**src/rtl/cssd_pkg.sv**
```systemverilog
package cssd_pkg;

	// ------------------------------------------------------------------
	// Device register indices
	// ------------------------------------------------------------------
	localparam logic [3:0] REG_VCTL   = 4'h0;
	localparam logic [3:0] REG_CINIT  = 4'h1;
	localparam logic [3:0] REG_SCTL   = 4'h2;
	localparam logic [3:0] REG_SCUR_A = 4'h3;
	localparam logic [3:0] REG_SEND_A = 4'h4;
	localparam logic [3:0] REG_SCUR_B = 4'h5;
	localparam logic [3:0] REG_SEND_B = 4'h6;

	// ------------------------------------------------------------------
	// Device field positions
	// ------------------------------------------------------------------
	localparam int VCTL_EN_BIT   = 5;
	localparam int SCTL_EN_BIT   = 0;
	localparam int SCTL_MASK_BIT = 1;
	localparam int SEND_LAST_BIT = 30;
	localparam int SEND_STOP_BIT = 31;
	localparam int ADDR_W        = 28;
	localparam int QW_SHIFT      = 4;
	localparam int PTR_W         = ADDR_W - QW_SHIFT;
	localparam int PAGE_QW_W     = 12 - QW_SHIFT;

	// ------------------------------------------------------------------
	// Transfer and reset constants
	// ------------------------------------------------------------------
	localparam logic [1:0]        LAST_WORD       = 2'h3;
	localparam logic [ADDR_W-1:0] WORD_BYTES      = 28'h0000004;
	localparam logic [2:0]        SND_RESET_STATE = 3'h6;

	// ------------------------------------------------------------------
	// Host APB register offsets and fields
	// ------------------------------------------------------------------
	localparam logic [7:0] HREG_CMD   = 8'h00;
	localparam logic [7:0] HREG_DATA  = 8'h04;
	localparam logic [7:0] HREG_REQ   = 8'h08;
	localparam logic [7:0] HREG_STAT  = 8'h0c;
	localparam logic [7:0] HREG_LDATA = 8'h10;
	localparam logic [7:0] HREG_LADDR = 8'h14;
	localparam int REQ_CURS_BIT  = 0;
	localparam int REQ_SND_BIT   = 1;
	localparam int REQ_VID_BIT   = 2;
	localparam int REQ_HIRES_BIT = 3;
	localparam int REQ_FLYB_BIT  = 4;

endpackage : cssd_pkg

```
**src/rtl/cssd_if.sv**
```systemverilog
`timescale 1ns/10ps
`default_nettype none
interface cssd_if;
	logic        prog_wr;
	logic [3:0]  prog_addr;
	logic [31:0] prog_wdata;
	logic        flyback;
	logic        hires;
	logic        video_req;
	logic        cursor_req;
	logic        sound_req;
	logic        mem_ack;
	logic [31:0] mem_data;
	logic        mem_rd;
	logic [27:0] mem_addr;
	logic        out_valid;
	logic        out_chan;
	logic [31:0] out_data;
	logic        cursor_done;
	logic        sound_done;
	logic [2:0]  snd_state;
	logic        snd_irq;
	logic        two_lines;

	modport dev (
		input  prog_wr, prog_addr, prog_wdata, flyback, hires, video_req,
		input  cursor_req, sound_req, mem_ack, mem_data,
		output mem_rd, mem_addr, out_valid, out_chan, out_data,
		output cursor_done, sound_done, snd_state, snd_irq, two_lines
	);
	modport host (
		output prog_wr, prog_addr, prog_wdata, flyback, hires, video_req,
		output cursor_req, sound_req, mem_ack, mem_data,
		input  mem_rd, mem_addr, out_valid, out_chan, out_data,
		input  cursor_done, sound_done, snd_state, snd_irq, two_lines
	);
endinterface : cssd_if
`default_nettype wire

```
**src/rtl/cssd_dev.sv**
```systemverilog
// The address map and the APB slave port are this design's own decisions.
`timescale 1ns/10ps
`default_nettype none
module cssd_dev
	import cssd_pkg::*;
(
	// Clock and reset
	input  wire logic pclk,
	input  wire logic presetn,
	// Link towards arbiter, memory and consumers
	cssd_if.dev       lnk,
	// Sound status for the system
	output var  logic snd_irq_out,
	output var  logic [2:0] snd_status
);

	// ------------------------------------------------------------------
	// State
	// ------------------------------------------------------------------
	typedef struct packed {
		logic                       vid_en;
		logic [PTR_W-1:0]           curs_init;
		logic [PTR_W-1:0]           curs_cur;
		logic                       snd_en;
		logic                       snd_mask;
		logic [1:0][PTR_W-1:0]      scur;
		logic [1:0][PAGE_QW_W-1:0]  send;
		logic [1:0]                 slast;
		logic [1:0]                 sstop;
		logic [1:0]                 sval;
		logic                       ovr;
		logic                       intr;
		logic                       ab;
		logic                       busy;
		logic                       chan;
		logic [1:0]                 word;
		logic                       mem_rd;
		logic [ADDR_W-1:0]          mem_addr;
		logic                       out_valid;
		logic                       out_chan;
		logic [31:0]                out_data;
		logic                       cursor_done;
		logic                       sound_done;
		logic                       irq;
		logic                       two_lines;
	} cssd_dev_st_t;

	cssd_dev_st_t q;
	cssd_dev_st_t d;
	logic         wp;
	logic         snd_run;
	logic         p;
	logic [PAGE_QW_W-1:0] nxt_low;

	// Pair addressed by a pointer write
	assign wp = (lnk.prog_addr == REG_SCUR_B) ||
	            (lnk.prog_addr == REG_SEND_B);
	// Channel live only when enabled and current pair programmed
	assign snd_run = q.snd_en && !q.ovr && q.sval[q.ab];
	assign p       = q.ab;
	assign nxt_low = q.scur[p][PAGE_QW_W-1:0] + 8'h01;

	// ------------------------------------------------------------------
	// Next state
	// ------------------------------------------------------------------
	always_comb begin
		d             = q;
		d.out_valid   = 1'b0;
		d.cursor_done = 1'b0;
		d.sound_done  = 1'b0;

		// Register writes
		if (lnk.prog_wr) begin
			case (lnk.prog_addr)
				REG_VCTL: begin
					d.vid_en = lnk.prog_wdata[VCTL_EN_BIT];
				end
				REG_CINIT: begin
					d.curs_init = lnk.prog_wdata[ADDR_W-1:QW_SHIFT];
					d.curs_cur  = lnk.prog_wdata[ADDR_W-1:QW_SHIFT];
				end
				REG_SCTL: begin
					d.snd_en   = lnk.prog_wdata[SCTL_EN_BIT];
					d.snd_mask = lnk.prog_wdata[SCTL_MASK_BIT];
				end
				REG_SCUR_A, REG_SCUR_B: begin
					d.scur[wp] = lnk.prog_wdata[ADDR_W-1:QW_SHIFT];
				end
				REG_SEND_A, REG_SEND_B: begin
					d.send[wp]  = lnk.prog_wdata[11:QW_SHIFT];
					d.slast[wp] = lnk.prog_wdata[SEND_LAST_BIT];
					d.sstop[wp] = lnk.prog_wdata[SEND_STOP_BIT];
					d.sval[wp]  = 1'b1;
					// Only end writes move the state
					if (q.ovr || !q.sval[q.ab]) begin
						d.ab   = wp;
						d.ovr  = 1'b0;
						d.intr = 1'b0;
					end else if (wp != q.ab) begin
						d.intr = 1'b0;
					end
				end
				default: begin
				end
			endcase
		end

		// Cursor restarts each frame
		if (lnk.flyback) begin
			d.curs_cur = q.curs_init;
		end

		// Fetch engine, idle one cycle after done so a request can drop
		if (!q.busy && !q.cursor_done && !q.sound_done) begin
			if (q.vid_en && lnk.cursor_req && !lnk.video_req) begin
				d.busy     = 1'b1;
				d.mem_rd   = 1'b1;
				d.chan     = 1'b0;
				d.word     = 2'h0;
				d.mem_addr = {q.curs_cur, 4'h0};
			end else if (snd_run && lnk.sound_req && !lnk.video_req &&
			             !lnk.cursor_req) begin
				d.busy     = 1'b1;
				d.mem_rd   = 1'b1;
				d.chan     = 1'b1;
				d.word     = 2'h0;
				d.mem_addr = {q.scur[p], 4'h0};
			end
		end else if (q.busy && lnk.mem_ack) begin
			d.out_valid = 1'b1;
			d.out_chan  = q.chan;
			d.out_data  = lnk.mem_data;
			d.word      = q.word + 2'h1;
			d.mem_addr  = q.mem_addr + WORD_BYTES;
			if (q.word == LAST_WORD) begin
				d.busy   = 1'b0;
				d.mem_rd = 1'b0;
				if (!q.chan) begin
					// No end check on cursor
					d.curs_cur    = q.curs_cur + 24'h000001;
					d.cursor_done = 1'b1;
				end else begin
					d.sound_done = 1'b1;
					if (q.slast[p]) begin
						d.sval[p] = 1'b0;
						d.intr    = 1'b1;
						if (q.sstop[p]) begin
							d.sval = 2'h0;
						end else if (q.sval[~p]) begin
							d.ab = ~p;
						end else begin
							d.ovr = 1'b1;
						end
					end else begin
						d.scur[p] = {q.scur[p][PTR_W-1:PAGE_QW_W], nxt_low};
						if (nxt_low == q.send[p]) begin
							d.slast[p] = 1'b1;
						end
					end
				end
			end
		end

		d.irq       = d.intr && d.snd_mask;
		d.two_lines = !lnk.hires;
	end

	// ------------------------------------------------------------------
	// Registers
	// ------------------------------------------------------------------
	always_ff @(posedge pclk or negedge presetn) begin
		if (!presetn) begin
			q      <= '0;
			q.ovr  <= SND_RESET_STATE[2];
			q.intr <= SND_RESET_STATE[1];
			q.ab   <= SND_RESET_STATE[0];
		end else begin
			q <= d;
		end
	end

	// ------------------------------------------------------------------
	// Outputs
	// ------------------------------------------------------------------
	assign lnk.mem_rd      = q.mem_rd;
	assign lnk.mem_addr    = q.mem_addr;
	assign lnk.out_valid   = q.out_valid;
	assign lnk.out_chan    = q.out_chan;
	assign lnk.out_data    = q.out_data;
	assign lnk.cursor_done = q.cursor_done;
	assign lnk.sound_done  = q.sound_done;
	assign lnk.snd_state   = {q.ovr, q.intr, q.ab};
	assign lnk.snd_irq     = q.irq;
	assign lnk.two_lines   = q.two_lines;
	assign snd_irq_out     = q.irq;
	assign snd_status      = {q.ovr, q.intr, q.ab};

endmodule : cssd_dev
`default_nettype wire

```
**src/flat_wrapper.sv**
```systemverilog
// flat-port wrapper written by rule: the top's interface ports become plain ports
module cssd_dev_flat import cssd_pkg::*;
  (pclk, presetn, snd_irq_out, snd_status, lnk_prog_wr, lnk_prog_addr, lnk_prog_wdata, lnk_flyback, lnk_hires, lnk_video_req, lnk_cursor_req, lnk_sound_req, lnk_mem_ack, lnk_mem_data, lnk_mem_rd, lnk_mem_addr, lnk_out_valid, lnk_out_chan, lnk_out_data, lnk_cursor_done, lnk_sound_done, lnk_snd_state, lnk_snd_irq, lnk_two_lines);
  cssd_if lnk_i ();
  input  wire logic pclk;
  input  wire logic presetn;
  output var  logic snd_irq_out;
  output var  logic [2:0] snd_status;
  input wire logic [$bits(lnk_i.prog_wr)-1:0] lnk_prog_wr;
  input wire logic [$bits(lnk_i.prog_addr)-1:0] lnk_prog_addr;
  input wire logic [$bits(lnk_i.prog_wdata)-1:0] lnk_prog_wdata;
  input wire logic [$bits(lnk_i.flyback)-1:0] lnk_flyback;
  input wire logic [$bits(lnk_i.hires)-1:0] lnk_hires;
  input wire logic [$bits(lnk_i.video_req)-1:0] lnk_video_req;
  input wire logic [$bits(lnk_i.cursor_req)-1:0] lnk_cursor_req;
  input wire logic [$bits(lnk_i.sound_req)-1:0] lnk_sound_req;
  input wire logic [$bits(lnk_i.mem_ack)-1:0] lnk_mem_ack;
  input wire logic [$bits(lnk_i.mem_data)-1:0] lnk_mem_data;
  output wire logic [$bits(lnk_i.mem_rd)-1:0] lnk_mem_rd;
  output wire logic [$bits(lnk_i.mem_addr)-1:0] lnk_mem_addr;
  output wire logic [$bits(lnk_i.out_valid)-1:0] lnk_out_valid;
  output wire logic [$bits(lnk_i.out_chan)-1:0] lnk_out_chan;
  output wire logic [$bits(lnk_i.out_data)-1:0] lnk_out_data;
  output wire logic [$bits(lnk_i.cursor_done)-1:0] lnk_cursor_done;
  output wire logic [$bits(lnk_i.sound_done)-1:0] lnk_sound_done;
  output wire logic [$bits(lnk_i.snd_state)-1:0] lnk_snd_state;
  output wire logic [$bits(lnk_i.snd_irq)-1:0] lnk_snd_irq;
  output wire logic [$bits(lnk_i.two_lines)-1:0] lnk_two_lines;
  assign lnk_i.prog_wr = lnk_prog_wr;
  assign lnk_i.prog_addr = lnk_prog_addr;
  assign lnk_i.prog_wdata = lnk_prog_wdata;
  assign lnk_i.flyback = lnk_flyback;
  assign lnk_i.hires = lnk_hires;
  assign lnk_i.video_req = lnk_video_req;
  assign lnk_i.cursor_req = lnk_cursor_req;
  assign lnk_i.sound_req = lnk_sound_req;
  assign lnk_i.mem_ack = lnk_mem_ack;
  assign lnk_i.mem_data = lnk_mem_data;
  assign lnk_mem_rd = lnk_i.mem_rd;
  assign lnk_mem_addr = lnk_i.mem_addr;
  assign lnk_out_valid = lnk_i.out_valid;
  assign lnk_out_chan = lnk_i.out_chan;
  assign lnk_out_data = lnk_i.out_data;
  assign lnk_cursor_done = lnk_i.cursor_done;
  assign lnk_sound_done = lnk_i.sound_done;
  assign lnk_snd_state = lnk_i.snd_state;
  assign lnk_snd_irq = lnk_i.snd_irq;
  assign lnk_two_lines = lnk_i.two_lines;
  cssd_dev u_core (.pclk(pclk), .presetn(presetn), .lnk(lnk_i), .snd_irq_out(snd_irq_out), .snd_status(snd_status));
endmodule
```
**config.mk**
```make
export PLATFORM = sky130hd
export DESIGN_NAME = cssd_dev_flat
export DESIGN_NICKNAME = d
export VERILOG_FILES = /design/src/rtl/cssd_pkg.sv /design/src/rtl/cssd_if.sv /design/src/rtl/cssd_dev.sv /design/src/flat_wrapper.sv
export SDC_FILE = /design/constraint.sdc
export NUM_CORES = 1
export LEC_CHECK = 0
export ABC_AREA = 1
export BUFFER_PORTS_ARGS = -buffer_cell sky130_fd_sc_hd__buf_2
export CORE_MARGIN = 2
export CORE_UTILIZATION = 50
export CTS_BUF_LIST = sky130_fd_sc_hd__clkbuf_4 sky130_fd_sc_hd__clkbuf_8
export DETAILED_ROUTE_END_ITERATION = 10
export PLACE_DENSITY = 0.71
export RECOVER_POWER = 100
export SLEW_MARGIN = 20
export SYNTH_ARGS = -nofsm -noshare
export SYNTH_HDL_FRONTEND = slang
export SYNTH_SLANG_ARGS = --single-unit
export TNS_END_PERCENT = 20
```
**constraint.sdc**
```tcl
create_clock -name pclk -period 3 [get_ports pclk]
set_input_delay 0.45 -clock pclk [delete_from_list [all_inputs] [get_ports pclk]]
set_output_delay 0.45 -clock pclk [all_outputs]
set_load 0.03 [all_outputs]
```
==> impl_metrics.ini, run 1 <==
[clocking]
root_buffer = clkbuf_8
clock-sinks = 192
cts-hold-fix-buffers = 0
htreeDepth = 4
cts-root-to-sink-buffers = 2
clk_latency_ps = 470
cts_tree = yes
cts_setup_buffers = 0
cts_inserted_buffers = 17
clkTransAtPathRegs_ps = 100
cts_resized = 0

[setup_path]
crit_type = reg2reg
slowest_delay_ps = 580
endpoint_kind = flip-flop
critPathBufInv = 2
reg2regPathDepth = 9
r2r_end = u_core.lnk.mem_addr[11]
reg2reg_slack_ps = 470
cp_cell_sequence = buf_4, nand2_1, a21oi_1, nand3_1, nand2_1, nor2_2, inv_4, o211ai_1, o211ai_1
cp_slowest_cell = nor2_2
worstPathArrival_ps = 2860
crit_end = u_core.lnk.mem_addr[11]
r2r-start = u_core.p
startpoint_type = flip-flop
cp_top_family = simple AND/OR/NAND/NOR gates
path_max_fanout = 37
crit_path_start = u_core.p
required_ps = 3330
worst-path-stages = 9

[power]
ir_drop_mv = 0.359
pwr-share-comb_pct = 43.8
pwr-share-seq_pct = 38.5
power_density_mw_per_mm2 = 924
clockPowerShare_pct = 17.8
internal-power_w = 0.00571
p_switching_w = 0.00484
sw_frac_of_total_pct = 45.9
p_leak_nw = 5.54

[layout]
seqCellArea_mm2 = 0.00481
multi_input_area_mm2 = 0.00452
fillers = 2077
fin_util_pct = 54.1
antenna_cells = 0
syn2layout_area_growth_pct = 5.82
drive_gt1_share_pct = 11.4
nNetsFinal = 1549

[floorplanning]
core_area_mm2 = 0.0211
die_h_um = 151
initial_utilization_pct = 51.1
rows = 53
fp.dieW_um = 151
ios = 151
die_area_mm2 = 0.0228

[synthesis]
ys_seq_area_share_pct = 44.6
ys_warn_count = 0
netlist_area_mm2 = 0.0108
yosysMostFrequentCell = nand2_1
synth_cell_types = 53
synth_xor_area_share_pct = 0.569
muxShareOfSynthArea_pct = 0.197
synthFlopType = dfrtp_1
synth-adder-area-share_pct = 0.464
netlist_top_cells_area = dfrtp_1, nand2_1, o21ai_0
synth-simple-area-share_pct = 25.2
yosysTopAreaCellShare_pct = 44.1
synth_top_family_by_area = simple AND/OR/NAND/NOR gates
yosys-top-cells-count = nand2_1, dfrtp_1, o21ai_0
synth_seq_cells = 192
avgSynthCellArea_um2 = 7.63
synth_edf_count = 0
ys_async_sr_fraction_pct = 100
synth_cells = 1414
synth-compound-area-share_pct = 16.1
synth_area_leader_cell = dfrtp_1

[detailed_routing]
first_pass_iters = 5
dr_total_vias = 9231
wirelength_um = 26800
ant_nets = 0
wl_per_cell_um = 15.3
drc_errors = 0
vias_per_cell = 5.26
drt_iter0_drc = 761

[placed_design]
gp_congestion = 0.909
dp_hpwl_um = 18600
portBuffers = 144

[global_route]
grt_pass1_vias = 8342
grtUsageTotal_pct = 23.7
grt_overflow = 0
grt_pass1_wl_um = 42000
grt_max_degree = 79
antenna_found_initial = 0

[timing]
rsz0062_at_grt = false
tns_ps = 0
max_freq_mhz = 396
finClkSkew_ps = 13.9
slew_viol_final = 122
tightestPinTransition_ps = 1920
fin_crit_sh_pct = 84.2
finalCriticalPeriod_ps = 2530
whs_ps = 103
setup_viol = 0
slew_headroom_pct = -27.7
hold_viol = 0

[status]
violations = max-capacitance violations, max-slew violations
status = finished with violations

[run]
maxCapViolCount = 2

[hold_path]
min_path_type = in2reg
[worst reg2reg max path, cell delays in order, from the launching register on]
cell and delay (ps):
dfrtp_1 410, buf_4 260, nand2_1 100, a21oi_1 90, nand3_1 80, nand2_1 150, nor2_2 580, inv_4 320
o211ai_1 270, o211ai_1 130
[per-stage QoR]
step / cell area (um^2) / setup slack, ps / cells / total power [W]
floorplan: 10800 / 1150 / 1415 / 0.00803
global placement: 11200 / 726 / 1724 / 0.00873
detailed placement: 11200 / 649 / 1724 / 0.00884
global route: 11400 / 231 / 1754 / 0.0113
finish: 11400 / 475 / 1754 / 0.0105
CTS: 11600 / 641 / 1754 / 0.0107
[layout by cell type, fill, tap and decap left out, types with 4 or more instances in the layout]
| cell | n |
|---|---|
| nand2_1 | 396 |
| dfrtp_1 | 190 |
| o21ai_0 | 163 |
| inv_1 | 142 |
| nor2_1 | 107 |
| clkbuf_1 | 77 |
| buf_2 | 68 |
| nand3_1 | 63 |
| a21oi_1 | 39 |
| o211ai_1 | 34 |
| clkbuf_8 | 19 |
| nor3_1 | 17 |
| a21oi_2 | 14 |
| a31oi_1 | 13 |
| nor2_2 | 12 |
| nand4_1 | 11 |
| o22ai_1 | 10 |
| buf_4 | 9 |
| o21ai_1 | 8 |
| nor2_4 | 6 |
| xor2_1 | 5 |
| or2_2 | 5 |
| inv_2 | 5 |
| clkbuf_2 | 5 |
| nand2_2 | 4 |
| a211oi_1 | 4 |
| or2_1 | 4 |
| ha_1 | 4 |
| bufinv_16 | 4 |
[power by group through the flow]
stage	Sequential [W]	Combinational (W)	Clock, W
2_1_floorplan	0.00398	0.00405	0
3_3_place_gp	0.00406	0.00467	0
3_5_place_dp	0.00409	0.00475	0
4_1_cts	0.00404	0.00478	0.00190
5_1_grt	0.00418	0.00515	0.00199
6_report	0.00406	0.00462	0.00187
[cells by family after synthesis]
logic type	after synthesis
DFF	192
adders and majority gates	4
muxes	2
other	1
buffers and inverters	275
AOI/OAI and AO/OA	300
and+or+nand+nor	633
xor gates and xnor gates	7
[worst min-delay path by stage]
| stage | start | end | slack [ps] | depth (start not counted) |
|---|---|---|---|---|
| after floorplan | presetn | u_core.lnk.cursor_done | 150 | 0 |
| after global placement | u_core.q[179] | u_core.q[179] | 460 | 2 |
| after detailed placement | u_core.q[179] | u_core.q[179] | 460 | 2 |
| after CTS | presetn | u_core.lnk.out_data[18] | 3 | 1 |
| after global routing | lnk_hires | u_core.lnk.two_lines | 90 | 2 |
| final | lnk_hires | u_core.lnk.two_lines | 100 | 2 |
[flip-flops by register name, indices dropped and copies added, names as in the netlist]
| register | flops |
|---|---|
| u_core.lnk.cursor_done | 1 |
| u_core.lnk.mem_addr | 26 |
| u_core.lnk.out_chan | 1 |
| u_core.lnk.out_data | 32 |
| u_core.lnk.out_valid | 1 |
| u_core.lnk.snd_irq | 1 |
| u_core.lnk.snd_state | 2 |
| u_core.lnk.sound_done | 1 |
| u_core.lnk.two_lines | 1 |
| u_core.p | 1 |
| u_core.q | 125 |
[per-layer routing]
| layer | GRT usage (%) | vias to the layer above | routed length (um) |
|---|---|---|---|
| met1 | 32.9 | 4279 | 12300 |
| met2 | 38.8 | 309 | 12300 |
| met4 | 7.48 | 0 | 461 |
| met5 | 0 | - | 0 |
| li1 | - | 4613 | - |
| met3 | 3.13 | 30 | 1730 |
[layout make-up]
type / instances / share of cell area (%)
clock buffers: 21 / 2.42
inverters: 149 / 4.92
flip-flops and latches: 192 / 42.1
multi-input cells: 948 / 39.6
clock inverters: 9 / 1.39
repair buffers: 160 / 6.50
well taps: 275 / 3.02
(Power assumes the default switching activity.)
==> run 2: changes to the inputs <==
--- a/config.mk
+++ b/config.mk
@@ -11,7 +11,7 @@
 export CORE_UTILIZATION = 50
 export CTS_BUF_LIST = sky130_fd_sc_hd__clkbuf_4 sky130_fd_sc_hd__clkbuf_8
 export DETAILED_ROUTE_END_ITERATION = 10
-export PLACE_DENSITY = 0.71
+export PLACE_DENSITY = 0.74
 export RECOVER_POWER = 100
 export SLEW_MARGIN = 20
 export SYNTH_ARGS = -nofsm -noshare
==> constraint.sdc (replaced) <==
create_clock -name pclk -period 2.3 [get_ports pclk]
set_input_delay 0.345 -clock pclk [delete_from_list [all_inputs] [get_ports pclk]]
set_output_delay 0.345 -clock pclk [all_outputs]
set_load 0.03 [all_outputs]
==> run 2 against run 1 <==
The run now ends clean. Clock skew shrank 1.1 ps. First-iteration DRC count fell by 5.1%. Clock power increased by 30%. Routed wire length up 1.8%. Total power increased by 31%. Via count grew 1.7%. Die area unchanged. Combinational power up 32%. Core utilization grew 0.71 points. Critical path type unchanged. Largest cell class unchanged.
==> impl_metrics.ini, run 2 (synthesized netlist as in run 1, its figures left out) <==
[timing]
max_freq_mhz = 473
rsz0062_at_grt = false
fin_crit_sh_pct = 91.8
slew_viol_final = 0
whs_ps = 65.0
tns_ps = 0
hold_viol = 0
finClkSkew_ps = 12.7
setup_viol = 0
slew_headroom_pct = 2.18
finalCriticalPeriod_ps = 2110
tightestPinTransition_ps = 1470

[setup_path]
path_max_fanout = 5
reg2regPathDepth = 11
crit_type = reg2reg
startpoint_type = flip-flop
reg2reg_slack_ps = 190
worstPathArrival_ps = 2510
endpoint_kind = flip-flop
required_ps = 2700

[detailed_routing]
vias_per_cell = 5.30
wl_per_cell_um = 15.4
dr_wl_met3_um = 2100
first_pass_iters = 7
maxUsedRoutingLayer = met4
dr_wl_met2_um = 12700
dr_total_vias = 9390
drt-met1-wl_um = 12000
drc_errors = 0
drt_iter0_drc = 722
ant_nets = 0
wirelength_um = 27300

[layout]
largest_register = u_core.q
nNetsFinal = 1564
syn2layout_area_growth_pct = 7.21
fin_area_mm2 = 0.0116
drive_gt1_share_pct = 12.2
final_common_cell = nand2_1
fin_util_pct = 54.8
largest_reg_flops = 125
fillers = 2059
antenna_cells = 0
mostFrequentLayoutCells = nand2_1, dfrtp_1, o21ai_0

[clocking]
cts_setup_buffers = 0
clock-sinks = 192
root_buffer = clkbuf_8
clk_latency_ps = 470
cts_tree = yes
htreeDepth = 4
cts_inserted_buffers = 17
cts-root-to-sink-buffers = 2
cts_resized = 0
cts-hold-fix-buffers = 2
clkTransAtPathRegs_ps = 100

[global_route]
grtUsageTotal_pct = 24.1
grt_pass1_vias = 8579
grt_overflow = 0
antenna_found_initial = 0
grt_max_degree = 81
grt_pass1_wl_um = 43100

[floorplanning]
die_area_mm2 = 0.0228
core_area_mm2 = 0.0211
fp.dieW_um = 151
initial_utilization_pct = 51.1
ios = 151
die_h_um = 151
rows = 53

[placed_design]
dpl_cell_area_mm2 = 0.0113
portBuffers = 144
dp_hpwl_um = 19300
gp_congestion = 0.918

[power]
power_density_mw_per_mm2 = 1200
p_leak_nw = 5.61
ir_drop_mv = 0.428

[run]
maxCapViolCount = 0

[hold_path]
min_path_cells = 3
min_path_type = in2reg

[status]
status = complete, no violations
-- run 2: changes by cell type in the layout (fill, tap and decap cells not counted), sizes merged --
cell,before,now
clkinv,5,3
inv,148,151
bufinv,4,3
clkinvlp,1,2
clkbuf,103,107
dlygate4sd3,0,2
buf,78,88
-- run 2: routing by layer --
layer / global-route usage (%) / vias up
met3: 3.89 / 36
met1: 33.2 / 4348
li1: - / 4660
met2: 39.8 / 346
met5: 0 / -
met4: 6.64 / 0
-- run 2: cell type report --
type / count / area (um^2) / share of cell area (%)
clock buffer: 22 / 290 / 2.51
multi-input combinational: 948 / 4540 / 39.3
tap: 275 / 344 / 2.98
clock inverter: 10 / 149 / 1.29
inverter: 149 / 562 / 4.86
timing repair buffer: 175 / 866 / 7.49
sequential: 192 / 4810 / 41.6
-- run 2: critical path, stage by stage (launching register included) --
cell,delay (ps)
dfrtp_1,490
ha_1,230
nand3_1,110
nor2_1,180
inv_2,60
nor2_2,140
nand2_1,150
nor3_1,300
nand2_1,140
nand2_1,90
nand2_1,50
o22ai_1,100
-- run 2: stage by stage --
| step | setup WS (ps) | total power [W] | cells |
|---|---|---|---|
| 2_1_floorplan | 447 | 0.0105 | 1415 |
| 3_3_place_gp | 309 | 0.0115 | 1737 |
| 3_5_place_dp | 255 | 0.0116 | 1737 |
| 4_1_cts | 231 | 0.0141 | 1771 |
| 5_1_grt | 14.0 | 0.0149 | 1771 |
| 6_report | 188 | 0.0139 | 1771 |
-- run 2: worst paths after layout --
path,start,endpoint
worst max-delay path,u_core.q[146],u_core.q[166]
worst min-delay path,lnk_mem_data[9],u_core.lnk.out_data[9]
worst max register to register,u_core.q[146],u_core.q[166]
worst min register to register,u_core.lnk.out_data[7],u_core.lnk.out_data[7]
max in group asynchronous,presetn,u_core.q[163]
min in group asynchronous,presetn,u_core.lnk.out_data[23]
-- run 2: where the power goes --
part | internal, W | switching, W
Combinational | 0.00180 | 0.00432
Sequential | 0.00445 | 0.000870
Clock | 0.00120 | 0.00122
==> run 3: changes to the inputs <==
--- a/config.mk
+++ b/config.mk
@@ -11,6 +11,7 @@
 export CORE_UTILIZATION = 50
 export CTS_BUF_LIST = sky130_fd_sc_hd__clkbuf_4 sky130_fd_sc_hd__clkbuf_8
 export DETAILED_ROUTE_END_ITERATION = 10
+export HOLD_SLACK_MARGIN = 0.1
 export PLACE_DENSITY = 0.74
 export RECOVER_POWER = 100
 export SLEW_MARGIN = 20
==> run 3 against run 2 <==
Worst setup slack about the same. Clock skew shrank 1.8 ps. Clock-buffer cell count did not move. Highest routed layer unchanged. First-iteration DRC count is 0.83% higher. Combinational power is 1% higher. Register-to-register slack barely moved. Critical path type unchanged. Critical endpoint unchanged. Die area is the same.
==> impl_metrics.ini, run 3 (synthesized netlist as in run 1, its figures left out) <==
[setup_path]
crit_type = reg2reg
path_max_fanout = 5
startpoint_type = flip-flop
worstPathArrival_ps = 2510
required_ps = 2700
endpoint_kind = flip-flop

[timing]
rsz0062_at_grt = false
hold_viol = 0
finalCriticalPeriod_ps = 2110
setup_viol = 0
slew_viol_final = 0
tightestPinTransition_ps = 1410
finClkSkew_ps = 11.0
tns_ps = 0
slew_headroom_pct = 6.28
fin_crit_sh_pct = 91.8
max_freq_mhz = 473

[floorplanning]
initial_utilization_pct = 51.1
fp.dieW_um = 151
die_area_mm2 = 0.0228
core_area_mm2 = 0.0211
rows = 53
die_h_um = 151
ios = 151

[global_route]
antenna_found_initial = 0
grt_pass1_wl_um = 44000
grt_max_degree = 81
grt_pass1_vias = 8843
grtUsageTotal_pct = 24.7
grt_overflow = 0

[layout]
antenna_cells = 0
drive_gt1_share_pct = 12.0
largest_register = u_core.q
final_cell_count_no_fill = 1806
largest_reg_flops = 125
final_common_cell = nand2_1
nNetsFinal = 1599
syn2layout_area_growth_pct = 10.5
fin_area_mm2 = 0.0119
mostFrequentLayoutCells = nand2_1, dfrtp_1, o21ai_0

[placed_design]
dpl_cell_area_mm2 = 0.0113
place_inst = 1737
portBuffers = 144
dp_hpwl_um = 19300
gp_congestion = 0.918

[clocking]
htreeDepth = 4
cts_inserted_buffers = 17
clkTransAtPathRegs_ps = 100
clk_latency_ps = 470
cts-hold-fix-buffers = 37
root_buffer = clkbuf_8
cts_resized = 0
clock-sinks = 192
cts_setup_buffers = 0
cts_tree = yes
cts-root-to-sink-buffers = 2

[run]
maxCapViolCount = 0

[hold_path]
min_path_type = in2reg

[detailed_routing]
first_pass_iters = 5
wl_per_cell_um = 15.4
ant_nets = 0
vias_per_cell = 5.29
dr_total_vias = 9560
drc_errors = 0
drt_iter0_drc = 728
wirelength_um = 27900

[power]
p_leak_nw = 5.75
power_density_mw_per_mm2 = 1170
ir_drop_mv = 0.427

[status]
status = complete, no violations
## run 3: cell types whose count changed in the layout (fill, tap and decap cells not counted)
cell | previous run | this run
dlygate4sd3_1 | 2 | 37
## run 3: report_power, final
part	internal (W)	total [W]	switching, W
registers	0.00445	0.00532	0.000872
logic	0.00184	0.00619	0.00435
clock network	0.00120	0.00243	0.00122
## run 3: path summary, 6_finish.rpt
| kind | depth (start not counted) | slack (ps) | startpoint | end |
|---|---|---|---|---|
| max | 11 | 190 | u_core.q[146] | u_core.q[166] |
| min | 3 | 120 | lnk_prog_wdata[30] | u_core.q[79] |
| max reg2reg | 11 | 190 | u_core.q[146] | u_core.q[166] |
| min reg2reg | 2 | 480 | u_core.q[190] | u_core.q[190] |
| max in group asynchronous | 3 | 370 | presetn | u_core.q[163] |
| min in group asynchronous | 2 | 590 | presetn | u_core.lnk.out_data[15] |
## run 3: area by class of cell
type | instances | area (um^2)
Multi-Input combinational cell | 948 | 4540
Clock inverter | 10 | 149
Timing Repair Buffer | 210 | 1220
Fill cell | 2001 | 9180
Tap cell | 275 | 344
Sequential cell | 192 | 4810
Inverter | 149 | 562
Clock buffer | 22 | 290
## run 3: per-stage QoR
step / power, W / setup WS [ps] / hold WS [ps] / utilization (%)
floorplan: 0.0105 / 447 / 49.4 / -
global placement: 0.0115 / 309 / 297 / 53.6
detailed placement: 0.0116 / 255 / 304 / 53.6
CTS: 0.0141 / 231 / 104 / 57.5
global route: 0.0149 / 14.3 / 127 / 56.5
finish: 0.0139 / 188 / 120 / 56.5
## run 3: critical path, cell delays in order (launching register included)
cell and delay [ps]:
dfrtp_1 490, ha_1 230, nand3_1 110, nor2_1 180, inv_2 60, nor2_2 140
nand2_1 150, nor3_1 300, nand2_1 130, nand2_1 90, nand2_1 50, o22ai_1 100
## run 3: routing by layer
metal / GRT usage (%) / up-vias / part of all wire [%]
met5: 0 / - / 0
met4: 6.64 / 0 / 1.8
met3: 4.04 / 42 / 7.6
met2: 41.9 / 364 / 47
met1: 32.9 / 4429 / 43
li1: - / 4725 / -
